--- src/rtl/vwd_pkg.sv ---
package vwd_pkg;
   // Bit n of the documented 64-bit numbering maps to word bit (63 - n)
   localparam int WORD_W = 16;
   localparam int COORD_W = 9;
   localparam int CHAR_W = 6;
   // Data code digits in the top octal digit (bits 11..9) of a 12-bit channel word
   localparam logic [2:0] CODE_X = 3'h6;
   localparam logic [2:0] CODE_Y = 3'h7;
   localparam logic [2:0] CODE_CONNECT = 3'h7;
   // 16-bit mode function word fields
   localparam logic [7:0] ASC_CONNECT = 8'h0E;
   localparam logic [7:0] ASC_EITHER = 8'h0F;
   localparam logic [15:0] ASC_CHAR_SMALL = 16'h0E04;
   localparam logic [15:0] ASC_CHAR_MED = 16'h0E05;
   localparam logic [15:0] ASC_CHAR_LARGE = 16'h0E06;
   localparam logic [15:0] ASC_KBD = 16'h0E14;
   localparam logic [3:0] ASC_DOT_NIB = 4'h8;
   localparam logic [3:0] ASC_RIGHT_NIB = 4'h4;
   // Wishbone register byte addresses
   localparam logic [3:0] ADR_FUNC = 4'h0;
   localparam logic [3:0] ADR_DATA = 4'h4;
   localparam logic [3:0] ADR_STATUS = 4'h8;
   localparam logic [3:0] ADR_COORD = 4'hC;
   // Function register layout (our own compact form)
   localparam int FR_W = 7;
   localparam logic [FR_W-1:0] FR_RESET = 7'h00;
   // Size increments in X positions
   localparam logic [COORD_W-1:0] INC_SMALL = 9'h008;
   localparam logic [COORD_W-1:0] INC_MED = 9'h010;
   localparam logic [COORD_W-1:0] INC_LARGE = 9'h020;
   // Timing chain
   localparam int CLK_NS = 10;
   localparam int CHAIN_LEN = 32;
   localparam logic [4:0] T_INC_X = 5'h19;
   localparam logic [4:0] T_TEN = 5'h0A;
   localparam int DOT_PULSE_NS = 400;
   localparam int DOT_CYC_INT = (DOT_PULSE_NS + CLK_NS - 1) / CLK_NS;
   localparam logic [5:0] DOT_CYC = DOT_CYC_INT[5:0];
   // Stroke table depth per character
   localparam int STROKES = 8;
   typedef enum logic [3:0] {
      VWD_IDLE = 4'h1,
      VWD_CHAR0 = 4'h2,
      VWD_CHAR1 = 4'h4,
      VWD_DOT = 4'h8
   } vwd_state_t;
endpackage

--- src/rtl/vwd_stroke_gen.sv ---
// Movement generator: decodes one stroke code into beam actions
module vwd_stroke_gen (
   // Clock and reset
   input wire logic clk_i,
   input wire logic rst_i,
   // Stroke code
   input wire logic step_i,
   input wire logic [4:0] code_i,
   input wire logic start_i,
   // Beam state
   output logic unblank_o,
   output logic [4:0] dx_o,
   output logic [4:0] dy_o
);
   logic v_dir_q;
   logic h_dir_q;
   logic vert_move_bit_a;
   logic vert_move_bit_b;
   logic horiz_move_bit_a;
   logic horiz_move_bit_b;
   logic blank_bit;

   assign {vert_move_bit_a, vert_move_bit_b, horiz_move_bit_a,
           horiz_move_bit_b, blank_bit} = code_i;

   // Direction and blanking state, cleared while idle, so fresh for each character pair
   always_ff @(posedge clk_i) begin
      if (rst_i || start_i) begin
         v_dir_q <= 1'b0;
         h_dir_q <= 1'b0;
         unblank_o <= 1'b0;
      end else if (step_i) begin
         if (blank_bit) begin
            unblank_o <= ~unblank_o;
         end
         if (vert_move_bit_a && vert_move_bit_b) begin
            v_dir_q <= ~v_dir_q;
         end
         if (horiz_move_bit_a && horiz_move_bit_b) begin
            h_dir_q <= ~h_dir_q;
         end
      end
   end

   // Beam offset inside the cell, 5 bits covers a large cell
   always_ff @(posedge clk_i) begin
      if (rst_i || start_i) begin
         dx_o <= 5'h00;
         dy_o <= 5'h00;
      end else if (step_i) begin
         if (vert_move_bit_b && !vert_move_bit_a) begin
            dy_o <= v_dir_q ? dy_o - 5'h01 : dy_o + 5'h01;
         end
         if (horiz_move_bit_a && !horiz_move_bit_b) begin
            dx_o <= h_dir_q ? dx_o - 5'h01 : dx_o + 5'h01;
         end else if (horiz_move_bit_b && !horiz_move_bit_a) begin
            dx_o <= h_dir_q ? dx_o - 5'h02 : dx_o + 5'h02;
         end
      end
   end
endmodule // vwd_stroke_gen

--- src/rtl/vwd_decoder.sv ---
module vwd_decoder (
   // Clock and reset
   input wire logic clk_i,
   input wire logic rst_i,
   // Wishbone slave
   input wire logic cyc_i,
   input wire logic stb_i,
   input wire logic we_i,
   input wire logic [3:0] adr_i,
   input wire logic [3:0] sel_i,
   input wire logic [31:0] dat_i,
   output logic [31:0] dat_o,
   output logic ack_o,
   output logic err_o,
   // Console keyboard
   input wire logic key_down_i,
   input wire logic [5:0] key_data_i,
   // Console outputs
   output logic [8:0] x_coord_o,
   output logic [8:0] y_coord_o,
   output logic size_small_o,
   output logic size_medium_o,
   output logic size_large_o,
   output logic screen_right_o,
   output logic astig_o,
   output logic unblank_left_o,
   output logic unblank_right_o,
   output logic [4:0] beam_dx_o,
   output logic [4:0] beam_dy_o
);
   // Function register: {ascii, either, right, kbd, dot, large, medium}
   logic [vwd_pkg::FR_W-1:0] func_q;
   logic connected_q;
   logic [15:0] stage_q;
   logic full_q; // delayed full: a data word sits in staging
   logic kbd_full_q;
   logic [5:0] kbd_buf_q;
   logic key_down_q;
   logic dot_q;
   logic [5:0] dot_cnt_q;
   logic [4:0] chain_q;
   logic [2:0] stroke_q;
   logic sel_q;
   logic kbd_pulse_q;
   vwd_pkg::vwd_state_t state_q;
   logic wr;
   logic rd;
   logic hit;
   logic strobe_x;
   logic strobe_y;
   logic is_char;
   logic timing_phase_ten_clock;
   logic inc_x;
   logic [5:0] cur_char;
   logic [4:0] stroke_code;
   logic char_start;
   logic stroke_step;
   logic [8:0] x_inc;
   logic [8:0] x_mux;
   logic disp_dot;
   logic mode_dot;
   logic mode_kbd;
   logic func_wr;
   logic data_wr;
   logic busy;
   logic [15:0] asc_w;

   // Top digit of a 12-bit word (documented bits 52..54)
   function automatic logic [2:0] top_digit(input logic [15:0] w);
      return w[11:9];
   endfunction

   // Simple stroke table: bit pattern per step from character code
   function automatic logic [4:0] stroke_rom(input logic [5:0] ch,
                                             input logic [2:0] st);
      logic [4:0] r;
      r = 5'h00;
      if (ch != 6'h00) begin
         case (st)
            3'h0: r = 5'h01;
            3'h1: r = {1'b0, ch[0], 1'b0, 1'b0, 1'b0};
            3'h2: r = {1'b0, 1'b0, ch[1], 1'b0, 1'b0};
            3'h3: r = {1'b0, ch[2], 1'b0, 1'b0, 1'b0};
            3'h4: r = {1'b1, 1'b1, 1'b0, 1'b0, 1'b0};
            3'h5: r = {1'b0, ch[3], 1'b0, ch[4], 1'b0};
            3'h6: r = {1'b0, 1'b0, ch[5], 1'b0, 1'b0};
            default: r = 5'h01; // unblank table: blank after char
         endcase
      end
      return r;
   endfunction

   assign mode_dot = func_q[2];
   assign mode_kbd = func_q[3];
   assign hit = cyc_i && stb_i && !ack_o && !err_o;
   assign wr = hit && we_i && (sel_i[1:0] == 2'h3);
   assign rd = hit && !we_i;
   assign busy = full_q || (state_q != vwd_pkg::VWD_IDLE);
   assign func_wr = wr && (adr_i == vwd_pkg::ADR_FUNC);
   assign data_wr = wr && (adr_i == vwd_pkg::ADR_DATA) && connected_q
                    && !busy;

   // Wishbone answers one cycle after the request; a data write waits while busy
   always_ff @(posedge clk_i) begin
      if (rst_i) begin
         ack_o <= 1'b0;
         err_o <= 1'b0;
         dat_o <= 32'h0000_0000;
      end else begin
         ack_o <= hit && (adr_i == vwd_pkg::ADR_FUNC
                  || adr_i == vwd_pkg::ADR_STATUS
                  || adr_i == vwd_pkg::ADR_COORD
                  || (adr_i == vwd_pkg::ADR_DATA && (!we_i || !busy)));
         err_o <= hit && !(adr_i == vwd_pkg::ADR_FUNC
                  || adr_i == vwd_pkg::ADR_STATUS
                  || adr_i == vwd_pkg::ADR_COORD
                  || adr_i == vwd_pkg::ADR_DATA);
         dat_o <= 32'h0000_0000;
         if (rd) begin
            case (adr_i)
               vwd_pkg::ADR_FUNC: dat_o <= {24'h0, connected_q, func_q};
               vwd_pkg::ADR_DATA: dat_o <= {26'h0, kbd_full_q ?
                                   kbd_buf_q : 6'h00};
               vwd_pkg::ADR_STATUS: dat_o <= {28'h0, busy, dot_q,
                                     kbd_full_q, connected_q};
               vwd_pkg::ADR_COORD: dat_o <= {7'h0, y_coord_o, 7'h0,
                                    x_coord_o};
               default: dat_o <= 32'h0000_0000;
            endcase
         end
      end
   end

   // Form marker in bit 15 is not part of the 16-bit code itself
   assign asc_w = {1'b0, dat_i[14:0]};

   // Function word decode, 12-bit or 16-bit form (bit 15 picks form)
   always_ff @(posedge clk_i) begin
      if (rst_i) begin
         func_q <= vwd_pkg::FR_RESET;
         connected_q <= 1'b0;
      end else if (func_wr) begin
         if (!dat_i[15]) begin
            connected_q <= top_digit(dat_i[15:0]) == vwd_pkg::CODE_CONNECT;
            if (top_digit(dat_i[15:0]) == vwd_pkg::CODE_CONNECT) begin
               func_q <= {1'b0, dat_i[8], dat_i[6], dat_i[4], dat_i[3],
                          dat_i[1], dat_i[0]};
            end
         end else begin
            connected_q <= asc_w[15:8] == vwd_pkg::ASC_CONNECT
                        || asc_w[15:8] == vwd_pkg::ASC_EITHER;
            if (asc_w[15:8] == vwd_pkg::ASC_CONNECT
                || asc_w[15:8] == vwd_pkg::ASC_EITHER) begin
               func_q[6] <= 1'b1;
               func_q[5] <= asc_w[15:8] == vwd_pkg::ASC_EITHER;
               func_q[4] <= dat_i[7:4] == vwd_pkg::ASC_RIGHT_NIB;
               func_q[3] <= asc_w == vwd_pkg::ASC_KBD;
               // Dot also from this form, when the low nibble is 8
               func_q[2] <= dat_i[3:0] == vwd_pkg::ASC_DOT_NIB;
               func_q[1] <= asc_w == vwd_pkg::ASC_CHAR_LARGE;
               func_q[0] <= asc_w == vwd_pkg::ASC_CHAR_MED;
            end
         end
      end
   end

   // Size decode to console and adder
   assign size_large_o = func_q[1];
   assign size_medium_o = func_q[0] && !func_q[1];
   assign size_small_o = !func_q[0] && !func_q[1];
   assign screen_right_o = func_q[4];

   // Staging register and delayed full
   always_ff @(posedge clk_i) begin
      if (rst_i) begin
         stage_q <= 16'h0000;
         full_q <= 1'b0;
      end else begin
         full_q <= data_wr;
         if (data_wr) begin
            stage_q <= dat_i[15:0];
         end
      end
   end

   assign strobe_x = full_q && !mode_kbd
                     && top_digit(stage_q) == vwd_pkg::CODE_X;
   assign strobe_y = full_q && !mode_kbd
                     && top_digit(stage_q) == vwd_pkg::CODE_Y;
   assign is_char = full_q && !mode_kbd && !mode_dot && !strobe_x
                    && !strobe_y;

   // Timing chain, free running
   always_ff @(posedge clk_i) begin
      if (rst_i) begin
         chain_q <= 5'h00;
      end else begin
         chain_q <= chain_q + 5'h01;
      end
   end

   // Strobe X bypasses the chain wait since the word is present now
   assign timing_phase_ten_clock = (chain_q == vwd_pkg::T_TEN) || strobe_x;
   // Every character ends with an advance, the first one included
   assign inc_x = (state_q != vwd_pkg::VWD_IDLE)
                  && (stroke_q == 3'(vwd_pkg::STROKES - 1))
                  && (chain_q == vwd_pkg::T_INC_X);

   // Position adder, wraps at 512
   always_comb begin
      x_inc = vwd_pkg::INC_SMALL;
      if (size_large_o) begin
         x_inc = vwd_pkg::INC_LARGE;
      end else if (size_medium_o) begin
         x_inc = vwd_pkg::INC_MED;
      end
   end
   // Adder covers bits 58..60 and carries into counter
   assign x_mux = strobe_x ? {stage_q[8:6], stage_q[5:0]}
                           : x_coord_o + x_inc;

   // X register
   always_ff @(posedge clk_i) begin
      if (rst_i) begin
         x_coord_o <= 9'h000;
      end else if ((strobe_x && timing_phase_ten_clock)
                   || inc_x) begin
         x_coord_o <= x_mux;
      end
   end

   // Y register holds until next Y word
   always_ff @(posedge clk_i) begin
      if (rst_i) begin
         y_coord_o <= 9'h000;
      end else if (strobe_y) begin
         y_coord_o <= stage_q[8:0];
      end
   end

   // Character sequencer: two characters, each a run of strokes
   always_ff @(posedge clk_i) begin
      if (rst_i) begin
         state_q <= vwd_pkg::VWD_IDLE;
         stroke_q <= 3'h0;
         sel_q <= 1'b0;
      end else begin
         case (state_q)
            vwd_pkg::VWD_IDLE: begin
               stroke_q <= 3'h0;
               sel_q <= 1'b0;
               if (is_char) begin
                  state_q <= vwd_pkg::VWD_CHAR0;
               end
            end
            vwd_pkg::VWD_CHAR0, vwd_pkg::VWD_CHAR1: begin
               if (stroke_q != 3'(vwd_pkg::STROKES - 1)) begin
                  stroke_q <= stroke_q + 3'h1;
               end else if (chain_q == vwd_pkg::T_INC_X) begin
                  stroke_q <= 3'h0;
                  if (state_q == vwd_pkg::VWD_CHAR0) begin
                     state_q <= vwd_pkg::VWD_CHAR1;
                     sel_q <= 1'b1;
                  end else begin
                     state_q <= vwd_pkg::VWD_IDLE;
                     sel_q <= 1'b0;
                  end
               end
            end
            default: state_q <= vwd_pkg::VWD_IDLE;
         endcase
      end
   end

   // First X advance also happens between the two characters
   // Character selector
   assign cur_char = sel_q ? stage_q[5:0] : stage_q[11:6];
   assign stroke_code = stroke_rom(cur_char, stroke_q);
   assign char_start = (state_q == vwd_pkg::VWD_IDLE);
   assign stroke_step = (state_q != vwd_pkg::VWD_IDLE)
                        && (stroke_q != 3'(vwd_pkg::STROKES - 1));

   vwd_stroke_gen u_stroke (
      .clk_i(clk_i),
      .rst_i(rst_i),
      .step_i(stroke_step),
      .code_i(stroke_code),
      .start_i(char_start),
      .unblank_o(),
      .dx_o(beam_dx_o),
      .dy_o(beam_dy_o)
   );

   // Dot flop and 400 ns unblank pulse
   assign disp_dot = mode_dot && strobe_y;
   always_ff @(posedge clk_i) begin
      if (rst_i) begin
         dot_q <= 1'b0;
         dot_cnt_q <= 6'h00;
      end else if (disp_dot) begin
         dot_q <= 1'b1;
         dot_cnt_q <= vwd_pkg::DOT_CYC;
      end else if (dot_cnt_q != 6'h00) begin
         dot_cnt_q <= dot_cnt_q - 6'h01;
      end else begin
         dot_q <= 1'b0;
      end
   end
   assign astig_o = dot_q;
   // Either-screen unblanks both
   assign unblank_left_o = (dot_cnt_q != 6'h00)
                           && (!func_q[4] || func_q[5]);
   assign unblank_right_o = (dot_cnt_q != 6'h00)
                            && (func_q[4] || func_q[5]);

   // Keyboard buffer; read of data port acts as inactivate
   always_ff @(posedge clk_i) begin
      if (rst_i) begin
         key_down_q <= 1'b0;
         kbd_full_q <= 1'b0;
         kbd_buf_q <= 6'h00;
         kbd_pulse_q <= 1'b0;
      end else begin
         key_down_q <= key_down_i;
         kbd_pulse_q <= rd && adr_i == vwd_pkg::ADR_DATA && mode_kbd;
         if (mode_kbd && key_down_i && !key_down_q) begin
            kbd_buf_q <= key_data_i;
            kbd_full_q <= 1'b1;
         end else if (kbd_pulse_q) begin
            kbd_full_q <= 1'b0;
         end
      end
   end
endmodule // vwd_decoder

--- config.mk ---
export PLATFORM = sky130hd
export DESIGN_NAME = vwd_decoder
export DESIGN_NICKNAME = d
export VERILOG_FILES = /design/src/rtl/vwd_pkg.sv /design/src/rtl/vwd_stroke_gen.sv /design/src/rtl/vwd_decoder.sv
export SDC_FILE = /design/constraint.sdc
export NUM_CORES = 1
export LEC_CHECK = 0
export BUFFER_PORTS_ARGS = -buffer_cell sky130_fd_sc_hd__buf_2
export CAP_MARGIN = 20
export CORE_MARGIN = 2
export CORE_UTILIZATION = 55
export DETAILED_ROUTE_END_ITERATION = 7
export PLACE_DENSITY = 0.82
export REMOVE_ABC_BUFFERS = 1
export SLEW_MARGIN = 25
export SYNTH_ARGS = -nofsm -noshare
export SYNTH_HDL_FRONTEND = slang
export SYNTH_HIERARCHICAL = 1
export SYNTH_SLANG_ARGS = --single-unit
export TNS_END_PERCENT = 5
--- constraint.sdc ---
create_clock -name clk_i -period 4.8 [get_ports clk_i]
set_input_delay 0.48 -clock clk_i [delete_from_list [all_inputs] [get_ports clk_i]]
set_output_delay 0.48 -clock clk_i [all_outputs]
set_load 0.1 [all_outputs]
==> results.md <==
* Startpoint Class: flip-flop
* Final min period at 2505 ps
* Post-DP HPWL at 8.558 mm
* Clk sink count at 99
* H-tree Lvls at 3
* Finished Core Util at 0.6344
* Via Count at 4390
* Rel. slew slack at 0.5154
* Crit share post-route at 0.5219
* Worst Skew at 12.81 ps
* # Max-Cap Violations at 0
* CTS buffer count at 9
* Gpl congestion at 0.8547
* Antenna-violating nets left at 0
* Max Root-Sink Buffers at 2
* Largest net degree at the start of global routing at 71
* Fin. Hold Viols at 0
* Initial Util at 0.5711
* Pwr Density at 296.1 nW/µm²
* Drt total wl at 11.74 mm
* Iteration count of the initial detailed-routing pass at 5
* Residual DRC at 0
* Setup CP Type: reg -> reg
* P_leak at 0.002369 µW
* Slew Viols, Final at 0
* CTS clk-pin slew, worst paths at 100 ps
* N_diodes at 0
* Global-route wire length before repair at 19.53 mm
* Routed len/inst at 15.80 µm
* Max rail drop VDD at 162.1 µV
* Required @ worst endpoint at 5110 ps
* Cell count after synthesis at 564
* Finish-stage setup viols at 0
* Buffers on Ports at 88
* Vias in the first global route at 4128
* Routed vias/inst at 5.908
* Die height at 99.39 µm
* Worst-Margin Slew at 724.8 ps
* Hold Crit Class: in -> reg
* Setup_tns at 0 ps
* Row cnt at 34
* Clock root buffer: clkbuf_8
* Worst-Skew Late Latency at 370 ps
* # Post-CTS Setup Buffers at 0
* Synth warn at 6
* Status: completed
* Fillers at 739
* Area growth syn-to-layout at 11.07%
* Hold Buf Count CTS at 0
* CP endpoint kind: flip-flop
* Layout cells sized above 1 at 0.1874
* Gr ovfl total at 0
* Syn avg cell area at 8.874 µm²
* Core area at 8763 µm²
* Initial drt markers at 264
* RSZ-0062 raised after global routing: false
* Io pins at 121
* Die Wd at 99.39 µm
* Total Routing Usage GR at 0.2450
* Post-CTS Resized at 0
* Fmax at 399.2 MHz
* Post-synthesis cell area at 5005 µm²
* Critical-path maximum fanout at 5
* Nets at 707
* CP arrival at 2810 ps
* Die ar. at 9878 µm²
* Antenna violations before repair at 0
* CTS tree: built
critical path: stages (launching register included):
cell	delay, ps
dfxtp_1	370
or4_1	530
o41ai_1	400
nor2_1	160
nand3b_1	300
a2111o_1	390
o21ai_0	100
mux2i_1	200
cells in the final DEF (no fill, tap or decap), types with 5 or more instances in the layout:
master	count
a211oi_1	5
a21o_1	5
a21oi_1	35
a22oi_1	7
a31oi_1	5
and2_1	15
buf_2	88
clkbuf_8	9
conb_1	14
dfxtp_1	99
ha_1	21
inv_1	22
mux2i_1	30
nand2_1	22
nand2b_1	7
nand3_1	28
nand4_1	10
nor2_1	63
nor2b_1	9
nor3_1	6
nor4_1	5
o21ai_0	31
or3_1	7
or4_1	7
xnor2_1	8
final cells by class:
type / count / area (µm²) / area share
tap: 108 / 135.1 / 0.02431
clock buffer: 9 / 123.9 / 0.02228
inverter: 22 / 82.58 / 0.01485
sequential: 99 / 1982 / 0.3565
clock inverter: 7 / 58.81 / 0.01058
timing repair buffer: 89 / 447.9 / 0.08058
multi-input combinational: 409 / 2729 / 0.4909
registers in the layout, indices dropped and copies added, names as in the netlist, 5 cells and up:
| register | cells |
|---|---|
| u_stroke/dx_o | 5 |
| dat_o | 18 |
| dot_cnt_q | 6 |
| u_stroke/dy_o | 5 |
| stage_q | 12 |
| func_q | 7 |
| kbd_buf_q | 6 |
| chain_q | 5 |
| y_coord_o | 9 |
| x_coord_o | 9 |
worst paths after layout:
| path | depth (start not counted) | slack, ps | from | endpoint |
|---|---|---|---|---|
| max | 7 | 2290 | stage_q[7]$_SDFFE_PP0P_ | u_stroke/dy_o[4]$_SDFFE_PP0P_ |
| min | 2 | 310 | adr_i[1] | ack_o$_SDFF_PP0_ |
| max reg2reg | 7 | 2290 | stage_q[7]$_SDFFE_PP0P_ | u_stroke/dy_o[4]$_SDFFE_PP0P_ |
| min reg2reg | 2 | 480 | u_stroke/dy_o[2]$_SDFFE_PP0P_ | u_stroke/dy_o[2]$_SDFFE_PP0P_ |
where the power goes:
group / switching (µW) / internal [µW] / total, µW
clock network: 309 / 198 / 507
logic: 197 / 77.7 / 275
registers: 21.2 / 843 / 865
stage by stage:
| stage | hold WS [ps] | setup WS (ps) | total power [µW] | instance area [µm²] | instances |
|---|---|---|---|---|---|
| floorplan | 444.7 | 1711 | 1086 | 4787 | 530 |
| global placement | 456.7 | 2326 | 1137 | 5370 | 727 |
| detailed placement | 470.3 | 2294 | 1152 | 5370 | 727 |
| CTS | 308.0 | 2013 | 1646 | 5553 | 743 |
| global route | 307.2 | 2048 | 1714 | 5559 | 743 |
| finish | 312.2 | 2295 | 1646 | 5559 | 743 |
layer usage:
| layer | part of all wire | vias up | track usage |
|---|---|---|---|
| met2 | 0.45 | 178 | 0.3820 |
| met4 | 0.030 | 0 | 0.1170 |
| met5 | 0 | - | 0 |
| li1 | - | 2120 | - |
| met3 | 0.066 | 34 | 0.04638 |
| met1 | 0.45 | 2058 | 0.3286 |
Note: power is estimated with default switching activity, not from simulation.
